File: src/rtl/seq_ctrl_pkg.sv
package seq_ctrl_pkg;

    // ----------------------------------------------------------------
    // register map
    // ----------------------------------------------------------------
    localparam int          ADDR_W          = 8;
    localparam int          DATA_W          = 8;
    localparam int          CODE_W          = 4;
    localparam int          CHAN_N          = 4;
    localparam logic [7:0]  STATE_CTRL_ADDR = 8'h27;
    localparam logic [3:0]  CODE_RESET      = 4'h0;
    localparam logic [3:0]  FLAGS_RESET     = 4'h0;
    localparam int          CODE_LSB        = 0;

    // ----------------------------------------------------------------
    // window select encodings
    // ----------------------------------------------------------------
    localparam logic [1:0]  WIN_STATE1      = 2'h0;
    localparam logic [1:0]  WIN_STATE2      = 2'h1;
    localparam logic [1:0]  WIN_STATE3      = 2'h2;
    localparam logic [1:0]  WIN_FLAGS       = 2'h3;

    // ----------------------------------------------------------------
    // sequencer state codes as seen on the state output
    // ----------------------------------------------------------------
    localparam logic [2:0]  STATE_IDLE_CODE  = 3'h0;
    localparam logic [2:0]  STATE1_CODE      = 3'h1;
    localparam logic [2:0]  STATE2_CODE      = 3'h2;
    localparam logic [2:0]  STATE3_CODE      = 3'h3;
    localparam logic [2:0]  STATE_FINAL_CODE = 3'h4;

    typedef enum logic [2:0] {
        seq_idle,
        seq_state1,
        seq_state2,
        seq_state3,
        seq_final
    } seq_state_type;

    // destination of a single channel hit
    typedef enum logic [2:0] {
        dest_none,
        dest_s1,
        dest_s2,
        dest_s3,
        dest_fin
    } dest_type;

endpackage

File: src/rtl/debug_state_sequencer_control.sv
// How it works
// - one address, window field picks register
// - writes only when selected and disarmed
// - reads return register only when selected
// - state1 codes 0-2: any match moves
// - state1 codes 3-5: only channel 2
// - state1 codes 6,8,A: two-channel to s2/s3
// - state1 codes 7,9,B: s3 or final
// - state1 code C: 0-2 to s2; reserved do nothing
// - state2 codes 0-2: any match moves
// - state2 codes 3-5: only channel 3
// - state2 codes 6,8,A: to s1/s3
// - state2 codes 7,9,B: s3 or final
// - state2 codes C,D special; E,F do nothing
// - state3 codes 0-2: any match moves
// - state3 single-channel codes per table
// - state3 dual codes; E,F do nothing
// - lowest channel wins among simultaneous hits
// - final-state hit beats all others
// - only enabled comparators produce hits
// - one sticky flag per channel, kept after
// - flags read-only, cleared only by arming
// - flags set independently, stay set
`timescale 1ns/1ps
module debug_state_sequencer_control
(
    // clock and reset
    input  wire logic                               ref_clk,
    input  wire logic                               rst_b,
    // register port
    input  wire logic [seq_ctrl_pkg::ADDR_W-1:0]    reg_addr,
    input  wire logic [seq_ctrl_pkg::DATA_W-1:0]    reg_wdata,
    input  wire logic                               reg_wr,
    input  wire logic                               reg_rd,
    output logic      [seq_ctrl_pkg::DATA_W-1:0]    reg_rdata,
    // debug control side
    input  wire logic [1:0]                         window_select_field,
    input  wire logic                               armed,
    input  wire logic                               arm_write,
    // comparator channels
    input  wire logic [seq_ctrl_pkg::CHAN_N-1:0]    match_hit,
    input  wire logic [seq_ctrl_pkg::CHAN_N-1:0]    comparator_enable,
    // sequencer status
    output logic      [2:0]                         sequencer_state,
    output logic                                    final_reached
);
    import seq_ctrl_pkg::*;

    // ----------------------------------------------------------------
    // overview
    // ----------------------------------------------------------------
    // three codes and four flags share
    // one byte address; the window field
    // steers each access to one of them
    // software sets the window first
    // the sequencer moves only while armed
    // and waits in idle when disarmed
    // raw matches are gated by their
    // enables here, so a disabled
    // comparator leaves no trace
    // a final hit beats all others, then
    // the lowest channel that counts
    // arming and the enables are owned
    // outside this block
    // everything runs on ref_clk and
    // rst_b alone

    // ----------------------------------------------------------------
    // storage
    // ----------------------------------------------------------------
    // next-state code per state
    logic [CODE_W-1:0]  state1_transition_select;
    logic [CODE_W-1:0]  state2_transition_select;
    logic [CODE_W-1:0]  state3_transition_select;
    // sticky hit record
    logic [CHAN_N-1:0]  channel_hit_flags;
    // sequencer state
    seq_state_type      seq_state;
    seq_state_type      next_seq_state;
    // gated hits and decode
    logic [CHAN_N-1:0]  live_hit;
    logic               addr_hit;

    // ----------------------------------------------------------------
    // per-channel destination tables
    // ----------------------------------------------------------------
    // state1 table; reserved codes fall to the default
    // answers for one channel per call
    // so the caller can rank channels
    // codes 0-2 take any channel; the
    // rest name the channels that count
    function automatic dest_type dest_from_s1(input logic [3:0] code, input int ch);
        dest_type d;
        d = dest_none;
        unique case (code)
            4'h0: d = dest_s2;
            4'h1: d = dest_s3;
            4'h2: d = dest_fin;
            4'h3: d = (ch == 2) ? dest_s2 : dest_none;
            4'h4: d = (ch == 2) ? dest_s3 : dest_none;
            4'h5: d = (ch == 2) ? dest_fin : dest_none;
            4'h6: d = (ch == 0) ? dest_s2 : (ch == 1) ? dest_s3 : dest_none;
            4'h7: d = (ch == 1) ? dest_s3 : (ch == 0) ? dest_fin : dest_none;
            4'h8: d = (ch == 0) ? dest_s2 : (ch == 2) ? dest_s3 : dest_none;
            4'h9: d = (ch == 2) ? dest_s3 : (ch == 0) ? dest_fin : dest_none;
            4'hA: d = (ch == 1) ? dest_s2 : (ch == 3) ? dest_s3 : dest_none;
            4'hB: d = (ch == 3) ? dest_s3 : (ch == 1) ? dest_fin : dest_none;
            4'hC: d = (ch != 3) ? dest_s2 : dest_none;
            default: d = dest_none;
        endcase
        return d;
    endfunction

    // state2 table
    // same scheme as state1; code C mixes
    // final with state1; D is final only
    // codes E and F never move
    // channels not named are ignored
    function automatic dest_type dest_from_s2(input logic [3:0] code, input int ch);
        dest_type d;
        d = dest_none;
        unique case (code)
            4'h0: d = dest_s1;
            4'h1: d = dest_s3;
            4'h2: d = dest_fin;
            4'h3: d = (ch == 3) ? dest_s1 : dest_none;
            4'h4: d = (ch == 3) ? dest_s3 : dest_none;
            4'h5: d = (ch == 3) ? dest_fin : dest_none;
            4'h6: d = (ch == 0) ? dest_s1 : (ch == 1) ? dest_s3 : dest_none;
            4'h7: d = (ch == 1) ? dest_s3 : (ch == 0) ? dest_fin : dest_none;
            4'h8: d = (ch == 0) ? dest_s1 : (ch == 2) ? dest_s3 : dest_none;
            4'h9: d = (ch == 2) ? dest_s3 : (ch == 0) ? dest_fin : dest_none;
            4'hA: d = (ch == 1) ? dest_s1 : (ch == 3) ? dest_s3 : dest_none;
            4'hB: d = (ch == 3) ? dest_s3 : (ch == 1) ? dest_fin : dest_none;
            4'hC: d = (ch == 2) ? dest_s1 : (ch == 3) ? dest_fin : dest_none;
            4'hD: d = (ch != 2) ? dest_fin : dest_none;
            default: d = dest_none;
        endcase
        return d;
    endfunction

    // state3 table
    // most codes here name one channel
    // only; dual codes 5, 9 and B pair a final
    // move with state1 or 2; A pairs state1 with 2
    // codes E and F never move
    function automatic dest_type dest_from_s3(input logic [3:0] code, input int ch);
        dest_type d;
        d = dest_none;
        unique case (code)
            4'h0: d = dest_s1;
            4'h1: d = dest_s2;
            4'h2: d = dest_fin;
            4'h3: d = (ch == 0) ? dest_s1 : dest_none;
            4'h4: d = (ch == 0) ? dest_s2 : dest_none;
            4'h5: d = (ch == 0) ? dest_fin : (ch == 1) ? dest_s1 : dest_none;
            4'h6: d = (ch == 1) ? dest_s1 : dest_none;
            4'h7: d = (ch == 1) ? dest_s2 : dest_none;
            4'h8: d = (ch == 1) ? dest_fin : dest_none;
            4'h9: d = (ch == 2) ? dest_s2 : (ch == 0) ? dest_fin : dest_none;
            4'hA: d = (ch == 1) ? dest_s1 : (ch == 3) ? dest_s2 : dest_none;
            4'hB: d = (ch == 3) ? dest_s2 : (ch == 1) ? dest_fin : dest_none;
            4'hC: d = (ch == 2) ? dest_fin : dest_none;
            4'hD: d = (ch == 3) ? dest_fin : dest_none;
            default: d = dest_none;
        endcase
        return d;
    endfunction

    // maps a destination to the sequencer state enum
    // none maps to idle but is never
    // used as a next state
    function automatic seq_state_type dest_to_state(input dest_type d);
        seq_state_type s;
        s = seq_idle;
        unique case (d)
            dest_s1:   s = seq_state1;
            dest_s2:   s = seq_state2;
            dest_s3:   s = seq_state3;
            dest_fin:  s = seq_final;
            dest_none: s = seq_idle;
        endcase
        return s;
    endfunction

    // ----------------------------------------------------------------
    // hit gating and bus decode
    // ----------------------------------------------------------------
    // disabled comparators must never steer the sequencer or set flags
    assign live_hit = match_hit & comparator_enable;
    // one decode serves writes and reads
    // so both see the same address
    assign addr_hit = (reg_addr == STATE_CTRL_ADDR);

    // ----------------------------------------------------------------
    // next state selection
    // ----------------------------------------------------------------
    // final wins first, then lowest channel; scanning downward lets
    // the lower channel overwrite a higher one of the same class
    // arming restarts in state1, even
    // from final; losing armed drops to
    // idle whatever hits are pending
    // idle and final look up no code
    always_comb
    begin
        dest_type      d;
        dest_type      best;
        dest_type      best_fin;
        logic [3:0]    code;
        d        = dest_none;
        best     = dest_none;
        best_fin = dest_none;
        code     = state1_transition_select;
        // code of the current state
        unique case (seq_state)
            seq_state1: code = state1_transition_select;
            seq_state2: code = state2_transition_select;
            seq_state3: code = state3_transition_select;
            seq_idle:   code = state1_transition_select;
            seq_final:  code = state1_transition_select;
        endcase
        // rank every channel, high to low
        for (int ch = CHAN_N - 1; ch >= 0; ch--)
        begin
            unique case (seq_state)
                seq_state1: d = dest_from_s1(code, ch);
                seq_state2: d = dest_from_s2(code, ch);
                seq_state3: d = dest_from_s3(code, ch);
                seq_idle:   d = dest_none;
                seq_final:  d = dest_none;
            endcase
            // only enabled hits that move
            if (live_hit[ch] && d != dest_none)
            begin
                best = d;
                if (d == dest_fin)
                    best_fin = d;
            end
        end
        if (best_fin != dest_none)
            best = best_fin;
        // hold unless arm, disarm or hit
        next_seq_state = seq_state;
        if (arm_write)
            next_seq_state = seq_state1;
        else if (!armed)
            next_seq_state = seq_idle;
        else if (best != dest_none)
            next_seq_state = dest_to_state(best);
    end

    // ----------------------------------------------------------------
    // sequencer state and outputs
    // ----------------------------------------------------------------
    // final is sticky until disarm or a fresh arm
    // kept as an enum; the port shows
    // the package codes instead
    always_ff @(posedge ref_clk or negedge rst_b)
    begin
        if (!rst_b)
            seq_state <= seq_idle;
        else
            seq_state <= next_seq_state;
    end

    // state code and one-cycle pulse on entering final
    // both come from the next state so
    // they line up with the state flop
    // the pulse stays low while final
    // is held
    always_ff @(posedge ref_clk or negedge rst_b)
    begin
        if (!rst_b)
        begin
            sequencer_state <= STATE_IDLE_CODE;
            final_reached   <= 1'b0;
        end
        else
        begin
            final_reached <= (next_seq_state == seq_final) && (seq_state != seq_final);
            unique case (next_seq_state)
                seq_idle:   sequencer_state <= STATE_IDLE_CODE;
                seq_state1: sequencer_state <= STATE1_CODE;
                seq_state2: sequencer_state <= STATE2_CODE;
                seq_state3: sequencer_state <= STATE3_CODE;
                seq_final:  sequencer_state <= STATE_FINAL_CODE;
            endcase
        end
    end

    // ----------------------------------------------------------------
    // transition registers
    // ----------------------------------------------------------------
    // armed write lock keeps the table stable during a session
    // a write in the flags window has
    // no target: flags are read-only
    // bits 7:4 of the data are dropped
    // limitation: a write while armed
    // is lost without any indication;
    // software must disarm first
    always_ff @(posedge ref_clk or negedge rst_b)
    begin
        if (!rst_b)
        begin
            state1_transition_select <= CODE_RESET;
            state2_transition_select <= CODE_RESET;
            state3_transition_select <= CODE_RESET;
        end
        else if (reg_wr && addr_hit && !armed)
        begin
            unique case (window_select_field)
                WIN_STATE1: state1_transition_select <= reg_wdata[CODE_LSB +: CODE_W];
                WIN_STATE2: state2_transition_select <= reg_wdata[CODE_LSB +: CODE_W];
                WIN_STATE3: state3_transition_select <= reg_wdata[CODE_LSB +: CODE_W];
                WIN_FLAGS:  ;
            endcase
        end
    end

    // ----------------------------------------------------------------
    // match flags
    // ----------------------------------------------------------------
    // set beats the arming clear so a hit in that cycle is kept
    // channels are handled one by one,
    // so a set flag never blocks another
    // a set flag stays set on more hits
    // hits outside a session are dropped
    // and disarming keeps the record
    // arming clears all but hit ones
    always_ff @(posedge ref_clk or negedge rst_b)
    begin
        if (!rst_b)
            channel_hit_flags <= FLAGS_RESET;
        else
        begin
            for (int ch = 0; ch < CHAN_N; ch++)
            begin
                if (armed && live_hit[ch])
                    channel_hit_flags[ch] <= 1'b1;
                else if (arm_write)
                    channel_hit_flags[ch] <= 1'b0;
            end
        end
    end

    // ----------------------------------------------------------------
    // read data
    // ----------------------------------------------------------------
    // one-cycle read latency; upper bits and other addresses read zero
    // the answer stands one cycle only;
    // zero elsewhere keeps a stale value
    // from passing for a fresh answer
    // the window is taken with the strobe
    // so a later change cannot disturb it
    // other addresses also read zero
    always_ff @(posedge ref_clk or negedge rst_b)
    begin
        if (!rst_b)
            reg_rdata <= '0;
        else
        begin
            reg_rdata <= '0;
            if (reg_rd && addr_hit)
            begin
                unique case (window_select_field)
                    WIN_STATE1: reg_rdata[CODE_LSB +: CODE_W] <= state1_transition_select;
                    WIN_STATE2: reg_rdata[CODE_LSB +: CODE_W] <= state2_transition_select;
                    WIN_STATE3: reg_rdata[CODE_LSB +: CODE_W] <= state3_transition_select;
                    WIN_FLAGS:  reg_rdata[CHAN_N-1:0]          <= channel_hit_flags;
                endcase
            end
        end
    end

endmodule

File: config.mk
export PLATFORM = sky130hd
export DESIGN_NAME = debug_state_sequencer_control
export DESIGN_NICKNAME = d
export VERILOG_FILES = /design/src/rtl/seq_ctrl_pkg.sv /design/src/rtl/debug_state_sequencer_control.sv
export SDC_FILE = /design/constraint.sdc
export NUM_CORES = 1
export LEC_CHECK = 0
export BUFFER_PORTS_ARGS = -buffer_cell sky130_fd_sc_hd__buf_2
export CORE_MARGIN = 8
export CORE_UTILIZATION = 55
export CTS_BUF_LIST = sky130_fd_sc_hd__clkbuf_8 sky130_fd_sc_hd__clkbuf_16
export DETAILED_ROUTE_END_ITERATION = 7
export GPL_TIMING_DRIVEN = 0
export PLACE_DENSITY = 0.75
export REMOVE_ABC_BUFFERS = 1
export SLEW_MARGIN = 20
export SYNTH_ARGS = -nofsm -noshare
export SYNTH_HDL_FRONTEND = slang
export SYNTH_SLANG_ARGS = --single-unit
File: constraint.sdc
create_clock -name ref_clk -period 3.89 [get_ports ref_clk]
set_input_delay 0.778 -clock ref_clk [delete_from_list [all_inputs] [get_ports ref_clk]]
set_output_delay 0.778 -clock ref_clk [all_outputs]
set_load 0.01 [all_outputs]
=== Word-level counts from Yosys, hierarchy flattened ===
Memories as Yosys holds them, arrays and structs flattened.
Cells that the tools add are included.

* Flip-flop bits (word level): 27
* Bits in latches: 0
* RAM bits: 0
* ROM bits: 576
* Bits of input ports: 32
* Logic and storage cells: 107
* Memories: 12

{| class="wikitable"
|+ Memories
! name !! words !! width !! read ports !! clocked after memory_dff !! wr ports !! RTL line !! text
|-
| (name not given) || 16 || 3 || 1 || 0 || 0 || debug_state_sequencer_control.sv:95 || <nowiki>unique case (code)</nowiki>
|-
| (name not given) || 16 || 3 || 1 || 0 || 0 || debug_state_sequencer_control.sv:122 || <nowiki>unique case (code)</nowiki>
|-
| (name not given) || 16 || 3 || 1 || 0 || 0 || debug_state_sequencer_control.sv:150 || <nowiki>unique case (code)</nowiki>
|-
| (name not given) || 16 || 3 || 1 || 0 || 0 || debug_state_sequencer_control.sv:95 ||
|-
| (name not given) || 16 || 3 || 1 || 0 || 0 || debug_state_sequencer_control.sv:122 ||
|-
| (name not given) || 16 || 3 || 1 || 0 || 0 || debug_state_sequencer_control.sv:150 ||
|-
| +6 memories || n/a || n/a || n/a || n/a || n/a || n/a ||
|}

* $add $sub $neg: 0
* Multiply operators: 0
* Div/mod/pow operators: 0
* $lt $le $gt $ge: 0
* Equality and inequality tests: 21
* Shifts and indexed selects: 0
* Multiplexer cells: 30
* Bitwise gates (word level): 1
* Reductions and logical operators: 32

{| class="wikitable"
|+ Operators by type and width
! kind !! count
|-
| 2-to-1 mux 3 bit || 16
|-
| case mux 3 bit (4 select lines) || 4
|-
| case mux 3 bit (5 select lines) || 2
|-
| == test 3 bit (second input constant) || 7
|-
| == test 3 x 2 -> 1 bit (second input constant) || 6
|-
| nonzero test 3 bit || 6
|-
| case mux 4 bit (4 select lines) || 1
|-
| logical AND 1 bit || 12
|-
| case mux 4 bit (3 select lines) || 1
|-
| == test 3 x 1 -> 1 bit (second input constant) || 3
|-
| logical NOT 3 bit || 3
|-
| == test 8 x 6 -> 1 bit (second input constant) || 1
|-
| nonzero test 2 bit || 4
|-
| AND reduction 2 bit || 3
|-
| 2-to-1 mux 1 bit || 5
|-
| bitwise AND 4 bit || 1
|-
| == test 2 bit (second input constant) || 2
|-
| 2-to-1 mux 4 bit || 1
|-
| inequality test 3 bit (second input constant) || 1
|-
| OR reduction 3 bit || 1
|-
| == test 2 x 1 -> 1 bit (second input constant) || 1
|-
| logical NOT 2 bit || 1
|-
| OR reduction 2 bit || 1
|-
| logical NOT 1 bit || 1
|}

=== Logic depth before layout (Yosys ltp) ===
An unclocked memory read counts as a cell.

* Word-level depth: 23
* Depth in mapped cells: 17
* Mapped depth without buffers: 15

=== Worst setup path after synthesis ===
No wires, ideal clock.

* Path kind: reg2reg
* Start: reg seq_state[1]
* End: reg seq_state[0]
* Library setup time: 0.142 ns
* Arrival time: 3.193 ns
* Data required time: 3.748 ns
* Setup slack: 0.554 ns
* Cell stages (with the launch flop): 16
* Path buffers: 2
* Clock period less this slack: 3.336 ns
* Path through: dfrtp_1 -> buf_6 -> mux2i_1 -> a2bb2oi_2 -> and2_2 -> ha_1 -> clkbuf_1 -> inv_1 -> nor3_1 -> nand4_1 -> o221ai_1 -> and2_1 -> nand4b_1 -> and3_1 -> nor3_2 -> o2111ai_1

* Word-level cells in the longest chain between the ends: 21
* Elaborated cells between the ends (all ways): 60
* Classes of those cells: 12 x eq/ne; 22 x mux; 14 x reduce/logical; 12 x memory

{| class="wikitable"
|+ Ends and longest elaborated chain
! element !! RTL line !! text
|-
| start: declaration || debug_state_sequencer_control.sv:78 || <nowiki>seq_state_type seq_state;</nowiki>
|-
| start signal: assignment || debug_state_sequencer_control.sv:261 || <nowiki>seq_state <= seq_idle;</nowiki>
|-
| start signal: assignment || debug_state_sequencer_control.sv:263 || <nowiki>seq_state <= next_seq_state;</nowiki>
|-
| == test 3 bit (tied with other cells) || debug_state_sequencer_control.sv:215, debug_state_sequencer_control.sv:225 ||
|-
| OR reduction 3 bit (no line) || n/a ||
|-
| case mux 4 bit (3 select lines) || debug_state_sequencer_control.sv:215 || <nowiki>unique case (seq_state)</nowiki>
|-
| memory (16 x 3 bit) (on tied branches) || n/a ||
|-
| case mux 3 bit (4 select lines) || debug_state_sequencer_control.sv:225 || <nowiki>unique case (seq_state)</nowiki>
|-
| == test 3 bit or nonzero test 3 bit (tied branches) || debug_state_sequencer_control.sv:236, debug_state_sequencer_control.sv:233 ||
|-
| 2-to-1 mux 3 bit or logical AND 1 bit (tied branches) || debug_state_sequencer_control.sv:236, debug_state_sequencer_control.sv:233 ||
|-
| 2-to-1 mux 3 bit || debug_state_sequencer_control.sv:233 || <nowiki>if (live_hit[ch] && d != dest_none)</nowiki>
|-
| (+6 left out) || n/a ||
|-
| nonzero test 3 bit || debug_state_sequencer_control.sv:240 || <nowiki>if (best_fin != dest_none)</nowiki>
|-
| 2-to-1 mux 3 bit * || debug_state_sequencer_control.sv:240 ||
|-
| == test 3 bit (tied with other cells) || debug_state_sequencer_control.sv:176 || <nowiki>unique case (d)</nowiki>
|-
| case mux 3 bit (5 select lines) || debug_state_sequencer_control.sv:176 ||
|-
| 2-to-1 mux 3 bit * || debug_state_sequencer_control.sv:248 || <nowiki>else if (best != dest_none)</nowiki>
|-
| 2-to-1 mux 3 bit * || debug_state_sequencer_control.sv:246 || <nowiki>else if (!armed)</nowiki>
|-
| 2-to-1 mux 3 bit * || debug_state_sequencer_control.sv:244 || <nowiki>if (arm_write)</nowiki>
|-
| named net next_seq_state[0] || debug_state_sequencer_control.sv:79 || <nowiki>seq_state_type next_seq_state;</nowiki>
|}

Mark *: on every way through the listed nets, which the timed path passes. The rest lies on a longest branch.
A chain may end at the register's enable or synchronous reset.

=== Worst setup path in the final report ===
* Start: reg seq_state[1]
* End: reg seq_state[1]

* Word-level cells in the longest chain between the ends: 21
* Elaborated cells between the ends (all ways): 60
* Classes of those cells: 12 x eq/ne; 22 x mux; 14 x reduce/logical; 12 x memory

{| class="wikitable"
|+ Ends and longest elaborated chain
! element !! RTL line
|-
| == test 3 bit (tied with other cells) || debug_state_sequencer_control.sv:215, debug_state_sequencer_control.sv:225
|-
| OR reduction 3 bit (no line) || n/a
|-
| case mux 4 bit (3 select lines) || debug_state_sequencer_control.sv:215
|-
| memory (16 x 3 bit) (on tied branches) || n/a
|-
| case mux 3 bit (4 select lines) || debug_state_sequencer_control.sv:225
|-
| == test 3 bit or nonzero test 3 bit (tied branches) || debug_state_sequencer_control.sv:236, debug_state_sequencer_control.sv:233
|-
| 2-to-1 mux 3 bit or logical AND 1 bit (tied branches) || debug_state_sequencer_control.sv:236, debug_state_sequencer_control.sv:233
|-
| 2-to-1 mux 3 bit || debug_state_sequencer_control.sv:233
|-
| (+6 left out) || n/a
|-
| nonzero test 3 bit || debug_state_sequencer_control.sv:240
|-
| 2-to-1 mux 3 bit || debug_state_sequencer_control.sv:240
|-
| == test 3 bit (tied with other cells) || debug_state_sequencer_control.sv:176
|-
| case mux 3 bit (5 select lines) || debug_state_sequencer_control.sv:176
|-
| 2-to-1 mux 3 bit * || debug_state_sequencer_control.sv:248
|-
| 2-to-1 mux 3 bit * || debug_state_sequencer_control.sv:246
|-
| 2-to-1 mux 3 bit * || debug_state_sequencer_control.sv:244
|-
| named net next_seq_state[1] || debug_state_sequencer_control.sv:79
|}

Marked as above.

==> run summary <==
Vert. Die Dim: 85.6 um
Clk root buf: clkbuf_8
Reg area: 687 um2
Final hold slack: 0.506 ns
CP max FO: 12
Critical path, cell by cell: buf_4, nor2b_1, a31oi_1, o21ai_2, inv_1, ha_2, inv_1, nand2_1, a32oi_1, and4_1, nor3_1, o21ba_2, a41oi_1, and3_1, or3_1, a21oi_1
DR vias: 2679
Sequential share of the synthesized area: 25.3%
CP delay by family, top: compound AO/OA/AOI/OAI gates
Post-synth top flop: dfrtp_1
Psw: 0.000258 W
Slowest stage cell on the critical path: dfrtp_4
Seq cells post-synth: 27
Worst path bufs/invs: 3
RePlAce Congestion: 0.972
CTS H-Tree Depth: 1
Initial antenna violation count: 0
Bufs on Longest Clock Path: 2
Sw frac: 35.3%
Worst Tran Pin Value: 0.796 ns
CP peak stage delay: 0.57 ns
Die Span X: 85.6 um
Internal Power: 0.000472 W
Library cells used by synthesis: 75
Core region area: 0.00469 mm2
Die Area: 0.00733 mm2
Leakage dissipation: 1.22 nW
Final WL: 8.11 mm
Critical Path AT: 3.91 ns
Post-synth EDFFs: 0
Pin count of the biggest net entering global routing: 34
Final instance area: 0.00298 mm2
Worst VDD drop: 0.000133 V
Mean Syn Cell Area: 8.86 um2
Clk pwr share: 20.9%
Comb pwr share: 36.4%
Number of global-route vias before repair: 2429
Status: finished, final reports clean
Pwr Total: 0.000730 W
Initial Utilization: 56.9%
Filler cells: 399
Clock Pin Slew Worst Setup and Hold Paths: 0.09 ns
Area grow syn2layout: 11.7%
Endpoints failing hold: 0
Diodes inserted: 0
Worst setup SP type: register
Rows: 25
Gr ovfl total: 0
Final Skew: 0.00912 ns
Worst Path Required: 4.07 ns
Register share of total power: 42.8%
Setup_tns: 0 ns
Initial DRC count: 213
CP endpoint kind: register
Post-CTS Hold Buffers: 0
Post-Syn Instances: 301
Area of the multi-input gates: 0.00192 mm2
Final antenna-violating net count: 0
Period Utilization, post-route: 95.7%
F_max: 0.269 GHz
DRC: 0
Clk Latency, worst-skew pair: 0.27 ns
Syn. warnings: 0
DR vias/cell: 6.98
DR WL/cell: 21.1 um
IO Pins: 44
Fraction of layout instances using a drive strength above 1: 30.9%
Crit path from: seq_state[1]
RR Startpoint: seq_state[1]
I/O Buffers: 35
Critical path class: reg -> reg
GRT Total Usage: 20.8%
Clock sinks: 27
Most frequent CP cell: inv_1
Placed Area: 0.00280 mm2
First-pass GRT wire length: 12.4 mm
1st-pass router iterations: 5
Dpl hpwl: 5.89 mm
Rel. slew slack: 46.8%
Cts bufs inserted: 3
Final-report max-slew violation count: 0
PwrDens: 245 mW/mm2
Post-Syn Area: 0.00267 mm2
Max-cap violations: 0
Tmin final: 3.72 ns
HP Class: in -> async
Async S/R FF share, synth: 100%
Nets@finish: 371
Setup-failing EPs final: 0
CTS tree: done
## state kept, by name, summed over array words and instances, names as in the netlist
signal	count
reg_rdata	4
final_reached	1
seq_state	3
sequencer_state	3
state1_transition_select	4
channel_hit_flags	4
state2_transition_select	4
state3_transition_select	4
## layout by cell type (no fill, tap or decap), types with 4 or more instances in the layout
master and instances:
a22o_1 6, buf_4 6, o211ai_1 8, inv_1 7
o21ai_1 4, dfrtp_1 24, a21oi_1 8, or3_1 4
o2111ai_1 6, nor3_1 6, nand2_1 20, mux4_2 4
nand4_1 10, nand2b_1 7, nor2_1 12, mux2i_1 4
o21ai_2 5, nor3_2 4, a211oi_1 6, ha_1 6
nand3_1 9, buf_2 35, and2_1 7, o21ai_0 17
conb_1 4, and3_1 6, mux2_2 12
## timing repair
action                     CTS  global route
gates resized for setup      6            14
buffers inserted             1             6
setup endpoints to repair    7             7
pin swaps                    0             1
## layout make-up
cell class / instances / share of cell area (%)
multi-input cells: 249 / 64.4
flip-flops and latches: 27 / 23.0
repair buffers: 42 / 7.77
well taps: 54 / 2.27
clock buffers: 3 / 1.39
inverters: 8 / 1.01
clock inverters: 1 / 0.168
## cells in the mapped netlist, types with 8 or more instances
cell	number	share of area (%)
dfrtp_1	27	25
nand2_1	20	2.8
o21ai_0	17	3.2
mux2_2	12	5.1
nor2_1	12	1.7
nand4_1	10	2.3
nand3_1	9	1.7
nor3_1	9	1.7
a21oi_1	8	1.5
buf_4	8	2.3
ha_1	8	3.8
o211ai_1	8	2.3
## kinds of logic (layout without fill, tap and decap cells)
kind of cell / after synthesis / count (layout) / share of synthesized area, %
multiplexers: 22 / 22 / 10.7
flip-flops: 27 / 27 / 25.3
AO/OA/AOI/OAI: 100 / 100 / 28.8
adder cells (fa/ha/maj): 8 / 8 / 3.75
buffers and inverters: 28 / 54 / 5.82
other: 1 / 4 / 0.141
AND/OR/NAND/NOR: 115 / 115 / 25.5
## metal layers
metal	GRT usage [%]	routed length, um	up-vias
li1	-	-	1228
met1	26.6	3340	1274
met2	34.6	3840	158
met3	2.96	689	19
met4	7.80	239	0
met5	0	0	-
## worst paths after layout
| kind | endpoint | slack, ns | cells after the start |
|---|---|---|---|
| setup / recovery | seq_state[1] | 0.17 | 16 |
| hold / removal | reg_rdata[0] | 0.51 | 1 |
| max in group asynchronous | seq_state[2] | 2.95 | 1 |
| setup reg to reg | seq_state[1] | 0.17 | 16 |
| min in group ref_clk | channel_hit_flags[0] | 0.52 | 1 |
| hold reg to reg | channel_hit_flags[0] | 0.52 | 1 |
## power by group through the flow
stage	sequential, W	combinational [W]	clock (W)
3_5_place_dp	0.000326	0.000224	0
3_3_place_gp	0.000325	0.000223	0
2_1_floorplan	0.000319	0.000155	0
6_report	0.000312	0.000266	0.000153
5_1_grt	0.000314	0.000286	0.000166
4_1_cts	0.000319	0.000230	0.000154
## through the flow
| stage | std cells | setup slack, ns | utilization (%) |
|---|---|---|---|
| 4_1_cts | 378 | 0.0213 | 61.0 |
| 2_1_floorplan | 284 | 0.324 | - |
| 3_3_place_gp | 373 | -0.526 | 59.6 |
| 3_5_place_dp | 373 | -0.557 | 59.6 |
| 5_1_grt | 384 | -0.0136 | 63.5 |
| 6_report | 384 | 0.166 | 63.5 |
(Power assumes the default switching activity.)
